==> src/common/actuator_defines.svh <==
// offsets, field positions, reset values and timing counts of the register bank
`ifndef ACTUATOR_DEFINES_SVH
`define ACTUATOR_DEFINES_SVH

// ----------------------------------------------------------------------
// holding register offsets (word index)
// ----------------------------------------------------------------------
`define REG_COMMAND 16'h0003
`define REG_REL_POS 16'h0005
`define REG_ABS_POS 16'h0006
`define REG_REL_FLOW 16'h0007
`define REG_ABS_FLOW 16'h0008
`define REG_SENSOR 16'h0009
`define REG_SERIAL_1 16'h0065
`define REG_SERIAL_2 16'h0066
`define REG_SERIAL_4 16'h0067
`define REG_FIRMWARE 16'h0068
`define REG_STATUS 16'h0069
`define REG_MIN_LIMIT 16'h006a
`define REG_MAX_LIMIT 16'h006b
`define REG_SENSOR_KIND 16'h006c

// ----------------------------------------------------------------------
// value ranges and markers
// ----------------------------------------------------------------------
`define INVALID_WORD 16'hffff
`define PERCENT_FULL 16'h2710
`define MAX_LIMIT_FLOOR 16'h07d0
`define SENSOR_KIND_LAST 16'h0004

// ----------------------------------------------------------------------
// reset values
// ----------------------------------------------------------------------
`define MIN_LIMIT_RESET 16'h0000
`define MAX_LIMIT_RESET 16'h2710
`define SENSOR_KIND_RESET 3'h0

// ----------------------------------------------------------------------
// status word fields
// ----------------------------------------------------------------------
`define ST_UTILISATION 0
`define ST_TRAVEL 1
`define ST_OVERLOAD 2
`define ST_UNUSED 3
`define ST_SAFETY 4
`define ST_FIRE_FIRST 5
`define ST_ACTIVITY 8
`define ST_GEAR 9
`define ST_WATCHDOG 10

// ----------------------------------------------------------------------
// timing
// ----------------------------------------------------------------------
`define CLK_HZ 64'd25000000
`define WDOG_TIME_S 64'd120
`define WDOG_CYCLES (`WDOG_TIME_S * `CLK_HZ)

`endif

==> src/common/actuator_pkg.sv <==
// types shared by the actuator register bank
package actuator_pkg;

  // ----------------------------------------------------------------------
  // code enumerations
  // ----------------------------------------------------------------------
  typedef enum logic [2:0] {
    SENSOR_NONE = 3'h0,
    SENSOR_ACTIVE = 3'h1,
    SENSOR_PASSIVE_1K = 3'h2,
    SENSOR_PASSIVE_20K = 3'h3,
    SENSOR_CONTACT = 3'h4
  } sensor_kind_t;

  typedef enum logic [1:0] {
    ACT_UNKNOWN = 2'h0,
    ACT_DAMPER = 2'h1,
    ACT_FLOW_CTRL = 2'h2,
    ACT_FIRE = 2'h3
  } actuator_type_t;

  typedef enum logic [2:0] {
    CMD_NONE = 3'h0,
    CMD_ADAPTION = 3'h1,
    CMD_TEST_RUN = 3'h2,
    CMD_SYNC = 3'h3,
    CMD_RESET_FAULTS = 3'h4
  } command_t;

  typedef enum logic [1:0] {
    FAIL_LAST = 2'h0,
    FAIL_CLOSE = 2'h1,
    FAIL_OPEN = 2'h2
  } fail_mode_t;

  typedef enum logic [1:0] {
    BUS_IDLE = 2'b00,
    BUS_ANSWER = 2'b01
  } bus_state_t;

endpackage

==> src/verilog/actuator_status_config_registers.sv <==
// status and configuration holding registers of a fieldbus damper actuator
//
// Function
// [RQ1] relative position in hundredths of percent
// [RQ2] absolute position, 65535 without actuator
// [RQ3] relative flow only for type 2
// [RQ4] absolute flow only for flow controllers
// [RQ5] sensor reading unit follows sensor type
// [RQ6] serial number segments 1, 2, 4 readable
// [RQ7] firmware version as decimal integer
// [RQ8] status low byte faults, high service
// [RQ9] low byte flags bits 0,1,2,4; the code sets bit 4 only on fire units
// [RQ10] fire units flag bits 5 to 7
// [RQ11] high byte activity, gear, watchdog bits
// [RQ12] master writes command 4 to clear faults
// [RQ13] faults 0 and 4 survive a clear
// [RQ14] writable minimum limit 0 to 10000
// [RQ15] writable maximum limit 2000 to 10000
// [RQ16] stored sensor type, zero means none
// [RQ17] no sensor: switching input forces override
// [RQ18] sensor codes 1-4, restart after change
// [RQ19] bus silence 120 s trips fail position
// [RQ20] command register returns to none itself
// [RQ21] 16-bit words, read-only writes ignored
`timescale 1ns/1ps
`default_nettype none
`include "actuator_defines.svh"

module actuator_status_config_registers #(
  parameter logic [31:0] WDOG_CYCLES = 32'(`WDOG_CYCLES),
  parameter logic [15:0] SERIAL_PART_1 = 16'h0001, // arbitrary, as are the next three
  parameter logic [15:0] SERIAL_PART_2 = 16'h0002,
  parameter logic [15:0] SERIAL_PART_4 = 16'h0004,
  parameter logic [15:0] FIRMWARE_VERSION = 16'h0064
) (
  input wire logic core_clk,
  input wire logic rstn,
  // holding register access from the fieldbus front end
  input wire logic reg_req,
  input wire logic reg_we,
  input wire logic [15:0] reg_addr,
  input wire logic [15:0] reg_wdata,
  output logic reg_ack_q,
  output logic reg_err_q,
  output logic [15:0] reg_rdata_q,
  // measurements from the actuator core
  input wire logic [1:0] actuator_type,
  input wire logic actuator_present,
  input wire logic [15:0] rel_position_in,
  input wire logic [15:0] abs_position_in,
  input wire logic [15:0] rel_flow_in,
  input wire logic [15:0] abs_flow_in,
  input wire logic [15:0] sensor_value_in,
  // events and states from the actuator core
  input wire logic [7:0] fault_set,
  input wire logic internal_activity,
  input wire logic gear_disengaged,
  input wire logic setpoint_renewed,
  input wire logic [1:0] bus_fail_mode,
  // switching level on the analogue control pin
  input wire logic y_switch_pin,
  // configuration and actions towards the actuator core
  output logic [15:0] minimum_limit_q,
  output logic [15:0] maximum_limit_q,
  output logic [2:0] sensor_kind_q,
  output logic sensor_stale_q,
  output logic local_override_q,
  output logic [2:0] command_q,
  output logic fail_close_q,
  output logic fail_open_q
);

  // ----------------------------------------------------------------------
  // functions
  // ----------------------------------------------------------------------
  // true for the configuration words a master may write
  function automatic logic is_writable(input logic [15:0] addr);
    logic hit;
    hit = (addr == `REG_COMMAND) || (addr == `REG_MIN_LIMIT) ||
          (addr == `REG_MAX_LIMIT) || (addr == `REG_SENSOR_KIND);
    return hit;
  endfunction

  // true for every word of the bank
  function automatic logic is_mapped(input logic [15:0] addr);
    logic hit;
    hit = is_writable(addr) ||
          ((addr >= `REG_REL_POS) && (addr <= `REG_SENSOR)) ||
          ((addr >= `REG_SERIAL_1) && (addr <= `REG_STATUS));
    return hit;
  endfunction

  // limit a percentage word to a range
  function automatic logic [15:0] clamp(input logic [15:0] v,
                                        input logic [15:0] lo);
    logic [15:0] r;
    r = v;
    if (v < lo) begin
      r = lo;
    end
    if (v > `PERCENT_FULL) begin
      r = `PERCENT_FULL;
    end
    return r;
  endfunction

  // ----------------------------------------------------------------------
  // declarations
  // ----------------------------------------------------------------------
  logic write_hit;
  logic read_hit;
  logic [15:0] rdata_d;
  logic [15:0] status_word;
  logic [15:0] sensor_word;
  logic [7:0] fault_flags_q;
  logic clear_faults;
  logic fire_type;
  logic flow_type;
  logic wdog_enable;
  logic wdog_renew;
  logic wdog_tripped_q;
  logic y_meta_q;
  logic y_sync_q;

  assign fire_type = (actuator_type == actuator_pkg::ACT_FIRE);
  assign flow_type = (actuator_type == actuator_pkg::ACT_FLOW_CTRL);

  // ----------------------------------------------------------------------
  // access decode
  // ----------------------------------------------------------------------
  // writes to read-only or unmapped words change nothing
  assign write_hit = reg_req && reg_we && is_writable(reg_addr); // RQ21
  assign read_hit = reg_req && is_mapped(reg_addr);

  // ----------------------------------------------------------------------
  // answer sequencing
  // ----------------------------------------------------------------------
  // acknowledge pulse and error flag for one cycle
  always_ff @(posedge core_clk or negedge rstn) begin
    if (!rstn) begin
      reg_ack_q <= 1'b0;
      reg_err_q <= 1'b0;
    end else begin
      reg_ack_q <= reg_req;
      reg_err_q <= reg_req && !read_hit;
    end
  end

  // read data captured with the answer, held until the next one
  always_ff @(posedge core_clk or negedge rstn) begin
    if (!rstn) begin
      reg_rdata_q <= 16'h0000;
    end else if (reg_req) begin
      reg_rdata_q <= rdata_d;
    end
  end

  // ----------------------------------------------------------------------
  // read words
  // ----------------------------------------------------------------------
  // sensor reading in the unit of the configured type
  always_comb begin
    sensor_word = sensor_value_in; // RQ5
    if (sensor_stale_q) begin
      sensor_word = `INVALID_WORD; // RQ18
    end else begin
      case (sensor_kind_q)
        actuator_pkg::SENSOR_NONE: begin
          sensor_word = 16'h0000;
        end
        actuator_pkg::SENSOR_CONTACT: begin
          sensor_word = {15'h0000, sensor_value_in[0]}; // RQ5
        end
        default: begin
          sensor_word = sensor_value_in; // RQ5
        end
      endcase
    end
  end

  // status word: low byte faults, high byte service
  always_comb begin
    status_word = 16'h0000;
    status_word[7:0] = fault_flags_q; // RQ8
    status_word[`ST_ACTIVITY] = internal_activity; // RQ11
    status_word[`ST_GEAR] = gear_disengaged; // RQ11
    status_word[`ST_WATCHDOG] = wdog_tripped_q; // RQ11
  end

  // word selected by the address
  always_comb begin
    rdata_d = 16'h0000;
    case (reg_addr)
      `REG_COMMAND: begin
        rdata_d = {13'h0000, command_q};
      end
      `REG_REL_POS: begin
        rdata_d = rel_position_in; // RQ1
      end
      `REG_ABS_POS: begin
        rdata_d = actuator_present ? abs_position_in : `INVALID_WORD; // RQ2
      end
      `REG_REL_FLOW: begin
        rdata_d = flow_type ? rel_flow_in : `INVALID_WORD; // RQ3
      end
      `REG_ABS_FLOW: begin
        rdata_d = flow_type ? abs_flow_in : `INVALID_WORD; // RQ4
      end
      `REG_SENSOR: begin
        rdata_d = sensor_word;
      end
      `REG_SERIAL_1: begin
        rdata_d = SERIAL_PART_1; // RQ6
      end
      `REG_SERIAL_2: begin
        rdata_d = SERIAL_PART_2; // RQ6
      end
      `REG_SERIAL_4: begin
        rdata_d = SERIAL_PART_4; // RQ6
      end
      `REG_FIRMWARE: begin
        rdata_d = FIRMWARE_VERSION; // RQ7
      end
      `REG_STATUS: begin
        rdata_d = status_word;
      end
      `REG_MIN_LIMIT: begin
        rdata_d = minimum_limit_q;
      end
      `REG_MAX_LIMIT: begin
        rdata_d = maximum_limit_q;
      end
      `REG_SENSOR_KIND: begin
        rdata_d = {13'h0000, sensor_kind_q};
      end
      default: begin
        rdata_d = 16'h0000;
      end
    endcase
  end

  // ----------------------------------------------------------------------
  // configuration words
  // ----------------------------------------------------------------------
  // minimum limit, kept within full travel
  always_ff @(posedge core_clk or negedge rstn) begin
    if (!rstn) begin
      minimum_limit_q <= `MIN_LIMIT_RESET;
    end else if (write_hit && (reg_addr == `REG_MIN_LIMIT)) begin
      minimum_limit_q <= clamp(reg_wdata, 16'h0000); // RQ14
    end
  end

  // maximum limit, never below twenty percent
  always_ff @(posedge core_clk or negedge rstn) begin
    if (!rstn) begin
      maximum_limit_q <= `MAX_LIMIT_RESET;
    end else if (write_hit && (reg_addr == `REG_MAX_LIMIT)) begin
      maximum_limit_q <= clamp(reg_wdata, `MAX_LIMIT_FLOOR); // RQ15
    end
  end

  // sensor type; unknown codes leave it unchanged
  always_ff @(posedge core_clk or negedge rstn) begin
    if (!rstn) begin
      sensor_kind_q <= `SENSOR_KIND_RESET;
    end else if (write_hit && (reg_addr == `REG_SENSOR_KIND) &&
                 (reg_wdata <= `SENSOR_KIND_LAST)) begin
      sensor_kind_q <= reg_wdata[2:0]; // RQ16 RQ18
    end
  end

  // readings invalid after a type change until the next restart
  always_ff @(posedge core_clk or negedge rstn) begin
    if (!rstn) begin
      sensor_stale_q <= 1'b0;
    end else if (write_hit && (reg_addr == `REG_SENSOR_KIND) &&
                 (reg_wdata <= `SENSOR_KIND_LAST) &&
                 (reg_wdata[2:0] != sensor_kind_q)) begin
      sensor_stale_q <= 1'b1; // RQ18
    end
  end

  // ----------------------------------------------------------------------
  // command word
  // ----------------------------------------------------------------------
  // holds a command for one cycle, then falls back to none
  always_ff @(posedge core_clk or negedge rstn) begin
    if (!rstn) begin
      command_q <= actuator_pkg::CMD_NONE;
    end else if (write_hit && (reg_addr == `REG_COMMAND) &&
                 (reg_wdata <= 16'(actuator_pkg::CMD_RESET_FAULTS))) begin
      command_q <= reg_wdata[2:0];
    end else begin
      command_q <= actuator_pkg::CMD_NONE; // RQ20
    end
  end

  assign clear_faults = (command_q == actuator_pkg::CMD_RESET_FAULTS); // RQ12

  // ----------------------------------------------------------------------
  // malfunction flags
  // ----------------------------------------------------------------------
  fault_flags u_fault_flags (
    .core_clk(core_clk),
    .rstn(rstn),
    .fault_set(fault_set),
    .fire_type(fire_type),
    .clear(clear_faults),
    .flags_q(fault_flags_q)
  );

  // ----------------------------------------------------------------------
  // bus monitoring
  // ----------------------------------------------------------------------
  assign wdog_enable = (bus_fail_mode != actuator_pkg::FAIL_LAST);
  assign wdog_renew = setpoint_renewed;

  bus_watchdog #(
    .LIMIT(WDOG_CYCLES)
  ) u_bus_watchdog (
    .core_clk(core_clk),
    .rstn(rstn),
    .enable(wdog_enable),
    .renew(wdog_renew),
    .tripped_q(wdog_tripped_q)
  );

  // fail drive requests follow the trip and the chosen position
  always_ff @(posedge core_clk or negedge rstn) begin
    if (!rstn) begin
      fail_close_q <= 1'b0;
      fail_open_q <= 1'b0;
    end else begin
      fail_close_q <= wdog_tripped_q && (bus_fail_mode == actuator_pkg::FAIL_CLOSE); // RQ19
      fail_open_q <= wdog_tripped_q && (bus_fail_mode == actuator_pkg::FAIL_OPEN); // RQ19
    end
  end

  // ----------------------------------------------------------------------
  // local forced override
  // ----------------------------------------------------------------------
  // two-stage synchroniser for the control pin
  always_ff @(posedge core_clk or negedge rstn) begin
    if (!rstn) begin
      y_meta_q <= 1'b0;
      y_sync_q <= 1'b0;
    end else begin
      y_meta_q <= y_switch_pin;
      y_sync_q <= y_meta_q;
    end
  end

  // override only while no sensor type is set
  always_ff @(posedge core_clk or negedge rstn) begin
    if (!rstn) begin
      local_override_q <= 1'b0;
    end else begin
      local_override_q <= y_sync_q && (sensor_kind_q == actuator_pkg::SENSOR_NONE); // RQ17
    end
  end

endmodule

`default_nettype wire

==> src/verilog/fault_flags.sv <==
// sticky malfunction flags of the status word low byte
`timescale 1ns/1ps
`default_nettype none
`include "actuator_defines.svh"

module fault_flags (
  input wire logic core_clk,
  input wire logic rstn,
  input wire logic [7:0] fault_set,
  input wire logic fire_type,
  input wire logic clear,
  output logic [7:0] flags_q
);

  // ----------------------------------------------------------------------
  // one sticky flag per bit except bit 3, held at zero
  // ----------------------------------------------------------------------
  genvar i;
  generate
    for (i = 0; i < 8; i++) begin : g_flag
      // fire-only events count only on fire protection units
      localparam bit FIRE_ONLY = (i >= `ST_SAFETY);
      localparam bit KEEP = (i == `ST_UTILISATION) || (i == `ST_SAFETY);
      logic set_en;
      assign set_en = fault_set[i] && (!FIRE_ONLY || fire_type);
      // set wins over clear; bits 0 and 4 survive a clear
      always_ff @(posedge core_clk or negedge rstn) begin
        if (!rstn) begin
          flags_q[i] <= 1'b0;
        end else if (i == `ST_UNUSED) begin
          flags_q[i] <= 1'b0; // RQ9
        end else if (set_en) begin
          flags_q[i] <= 1'b1; // RQ9 RQ10
        end else if (clear && !KEEP) begin
          flags_q[i] <= 1'b0; // RQ13
        end
      end
    end
  endgenerate

endmodule

`default_nettype wire

==> src/verilog/bus_watchdog.sv <==
// bus silence monitor that trips after a long period without renewal
`timescale 1ns/1ps
`default_nettype none

module bus_watchdog #(
  parameter logic [31:0] LIMIT = 32'd100
) (
  input wire logic core_clk,
  input wire logic rstn,
  input wire logic enable,
  input wire logic renew,
  output logic tripped_q
);

  logic [31:0] count_q;

  // ----------------------------------------------------------------------
  // silence counter, restarted by each renewal
  // ----------------------------------------------------------------------
  always_ff @(posedge core_clk or negedge rstn) begin
    if (!rstn) begin
      count_q <= 32'h0000_0000;
    end else if (renew || !enable) begin
      count_q <= 32'h0000_0000; // RQ19
    end else if (count_q < LIMIT) begin
      count_q <= count_q + 32'h0000_0001;
    end
  end

  // trip flag held until the master renews or monitoring stops
  always_ff @(posedge core_clk or negedge rstn) begin
    if (!rstn) begin
      tripped_q <= 1'b0;
    end else if (renew || !enable) begin
      tripped_q <= 1'b0;
    end else if (count_q >= LIMIT - 32'h0000_0001) begin
      tripped_q <= 1'b1; // RQ19
    end
  end

endmodule

`default_nettype wire

==> config.mk <==
export PLATFORM = sky130hd
export DESIGN_NAME = actuator_status_config_registers
export DESIGN_NICKNAME = d
export VERILOG_FILES = /design/src/common/actuator_pkg.sv /design/src/verilog/actuator_status_config_registers.sv /design/src/verilog/fault_flags.sv /design/src/verilog/bus_watchdog.sv
export VERILOG_INCLUDE_DIRS = /design/src /design/src/common
export SDC_FILE = /design/constraint.sdc
export NUM_CORES = 1
export LEC_CHECK = 0
export BUFFER_PORTS_ARGS = -buffer_cell sky130_fd_sc_hd__buf_4
export CORE_MARGIN = 2
export CORE_UTILIZATION = 35
export DETAILED_ROUTE_END_ITERATION = 8
export PLACE_DENSITY = 0.58
export SYNTH_ARGS = -nofsm -noshare
export SYNTH_HDL_FRONTEND = slang
export SYNTH_SLANG_ARGS = --single-unit
==> constraint.sdc <==
create_clock -name core_clk -period 2.5 [get_ports core_clk]
set_clock_uncertainty 0.05 [all_clocks]
set_input_delay 0.125 -clock core_clk [delete_from_list [all_inputs] [get_ports core_clk]]
set_output_delay 0.125 -clock core_clk [all_outputs]
set_load 0.05 [all_outputs]
==> impl_results.md <==
* Crit end category: flip-flop
* Endpoints failing setup at 0
* Post-synth top cells: 97 x dfrtp_1, 76 x nor2_1, 70 x nand2_1
* R2r endpoint: u_bus_watchdog.count_q[30]
* GRT overflow at 0
* R2R depth at 6
* CP Class: in2reg
* Most common cell in the netlist: dfrtp_1
* Layout cell share with drive strength beyond 1 at between 30 and 40%
* Pin count of the biggest net entering global routing at 65
* Static Leak at ~3.7 nW
* GRT met2 Usage at approximately 45%
* Synth async-reset ratio at 100%
* Worst-path clk slew at 0.07 ns
* Worst-margin pin slew at 0.645 ns
* Fill cells at about 1.6k
* Mapped Area at around 6000 µm²
* Sink Count at 102
* Post-layout nets at 1030
* Top-area cell type share of the netlist area at 40.1%
* Drt pass-1 iters at 6
* Crit path to: sensor_kind_q[2]
* DRT iter0 DRCs at 501
* Setup crit start: reg_wdata[6]
* Reg-to-reg setup timing slack at 0.26 ns
* Top cells by area, synth: dfrtp_1 40%, nor2_1 4.7%, nand2_1 4.3%
* DP HPWL at 18.3 mm
* Worst EP required at 2.69 ns
* Busiest grt layer: met2
* PwrDens at 434 nW/µm²
* Width of the chip at between 100 and 150 µm
* P&R area growth vs syn at 39.8%
* I/O pin count at just under 200
* Vias at 6416
* Final wirelength at 23.9 mm
* Post-CTS setup buffers at 0
* WL/cell at 21.2 µm
* GRT met3 Usage at 4.12%
* Vias in the first global route at approximately 6.4k
* R2R Path Start: u_bus_watchdog.count_q[19]
* CTS tree: built
* Endpoint arrival time on the critical path at 2.45 ns
* Port-buffer cells at 191
* Max-slew headroom at 56.7%
* DP Worst Slack at between 0.05 and 0.06 ns
* Highest clock rate at 442 MHz
* CP Max Fanout at 5
* Hold Crit Class: in2reg
* Htree depth at 3
* Die Y at 135 µm
* VDD IR max at around 0.34 mV
* Post-synth EDFFs at 0
* Drt drc at 0
* Tmin final at around 2.3 ns
* Fin. max-slew vios at 0
* DR vias/cell at 5.70
* Mean Syn Cell Area at 8.95 µm²
* Final WS setup at 0.237 ns
* Warnings, synthesis at 0
* Setup_tns at 0 ns
* Slowest CP cell: dlygate4sd3_1
* GRT Resource Usage Total at 26.1%
* Clk Latency, worst-skew pair at 0.36 ns
* Top_reg_cell synth: dfrtp_1
* Setup repair after global routing missed its margin: no
* Syn Nets at 810
* N_diodes at 0
* First-pass GRT wire length at 36.4 mm
* Initial antenna violation count at 1
* Grt met1 use at ~34%
* GPL Wtd Cong at 0.930
* Max incr delay on CP at between 0.5 and 0.6 ns
* Core box area at 17100 µm²
* # Max-Cap Violations at 0
* CP Launch Type: input port
* FP Rows at between 40 and 50
* Post-Synthesis Cells at between 600 and 700
* Post-route ant nets at 0
* Seq/Total Area, Yosys at 42.3%
* Die area at 18300 µm²
* Max clock buf depth at 2
* Synth cell types at 78
* Initial Utilization at a little over a third
* Hold Vio Cnt, Final at 0
* Fin crit share at 90.5%
* Flop and latch count out of synthesis at 102
* Root Driver: clkbuf_16
* Area leader, netlist: dfrtp_1
* CP Cell Sequence: dlygate4sd3_1 -> buf_4 -> nor4_1 -> nand2_1 -> or3_1 -> nor4_4 -> mux2_2
* Status: completed
* Num CTS Buffers at 9
through the flow:
| step | instance area [µm²] | hold WS [ns] | total power [mW] | utilization [%] | instances |
|---|---|---|---|---|---|
| after floorplan | 6050 | -0.221 | 1.80 | - | 676 |
| after global placement | 7880 | 0.0948 | 2.07 | 46.0 | 1085 |
| after detailed placement | 7880 | 0.101 | 2.07 | 46.0 | 1085 |
| after CTS | 8460 | 0.000441 | 3.69 | 49.4 | 1126 |
| after global routing | 8460 | 0.00541 | 3.80 | 49.4 | 1126 |
| final | 8460 | 0.00212 | 3.67 | 49.4 | 1126 |
sequential cells by signal (all words and copies together), names as in the netlist, 3 cells and up:
register,count
u_bus_watchdog.count_q,32
u_fault_flags.flags_q,7
maximum_limit_q,16
minimum_limit_q,16
sensor_kind_q,3
reg_rdata_q,16
command_q,3
worst max-delay path, delay by kind of cell:
family | cells | cell delay (ns)
buffers and inverters | 2 | 0.71
muxes | 1 | 0.39
and+or+nand+nor | 4 | 1.22
cells in the final DEF (no fill, tap or decap), types with 4 or more instances in the layout:
| master | instances |
|---|---|
| buf_4 | 227 |
| dfrtp_1 | 97 |
| nor2_1 | 76 |
| nand2_1 | 70 |
| a21oi_1 | 37 |
| o21ai_0 | 33 |
| xnor2_1 | 29 |
| nor4_1 | 27 |
| dlygate4sd3_1 | 25 |
| nor3_1 | 22 |
| nand3_1 | 19 |
| a22o_1 | 15 |
| o2bb2ai_1 | 15 |
| inv_1 | 12 |
| nand2b_1 | 12 |
| and2_1 | 10 |
| or3_1 | 9 |
| o22ai_1 | 9 |
| and3_1 | 9 |
| clkbuf_16 | 9 |
| o211ai_1 | 7 |
| nand4_1 | 6 |
| nor4b_1 | 6 |
| a31oi_1 | 6 |
| a221o_1 | 6 |
| or4_1 | 5 |
| dfstp_2 | 5 |
| o22a_1 | 4 |
| o2bb2ai_2 | 4 |
| nor2b_1 | 4 |
how the worst min path moves through the flow:
stage                                    from               to  slack [ns]  depth (start not counted)
after global placement                   rstn         y_meta_q        0.09                          1
after detailed placement                 rstn         y_meta_q        0.10                          1
after global routing      rel_position_in[14]  reg_rdata_q[14]       0.005                          3
final                     rel_position_in[14]  reg_rdata_q[14]       0.002                          3
after CTS                 rel_position_in[14]  reg_rdata_q[14]      0.0004                          3
after floorplan                          rstn     command_q[0]       -0.22                          0
cell families (layout without fill, tap and decap cells):
kind of cell / after synthesis / in the layout / synth area share [%]
flip-flops: 102 / 102 / 42.3
multiplexers: 3 / 3 / 0.559
adder cells (fa/ha/maj): 1 / 1 / 0.207
buffers and inverters: 57 / 282 / 4.20
XOR/XNOR: 30 / 30 / 4.34
AND/OR/NAND/NOR: 307 / 307 / 27.1
AO/OA/AOI/OAI: 176 / 176 / 21.3
per-layer routing:
metal  part of all wire (%)  vias up
met5                  0.050        -
met2                     49      254
met3                    6.0       40
met1                     42     3176
met4                    2.7        2
li1                       -     2944
timing repair:
action                    CTS  global route
hold endpoints to repair   61             0
hold buffers               25             0
resized for setup           0             0
power by group:
| part | switching, mW | leakage (nW) | total, mW | internal (mW) |
|---|---|---|---|---|
| clock network | 0.678 | 0.162 | 1.60 | 0.919 |
| logic | 0.204 | 2.18 | 0.408 | 0.204 |
| registers | 0.00541 | 1.36 | 1.66 | 1.66 |
area by class of cell:
type | instances | area (µm²) | area share (%)
clock buffer | 11 | 243 | 2.87
timing repair buffer | 254 | 1990 | 23.6
inverter | 12 | 45.0 | 0.533
tap | 225 | 282 | 3.33
multi-input combinational | 517 | 3250 | 38.4
sequential | 102 | 2560 | 30.3
clock inverter | 5 | 88.8 | 1.05
No activity file was read; power rests on OpenSTA's default activity.
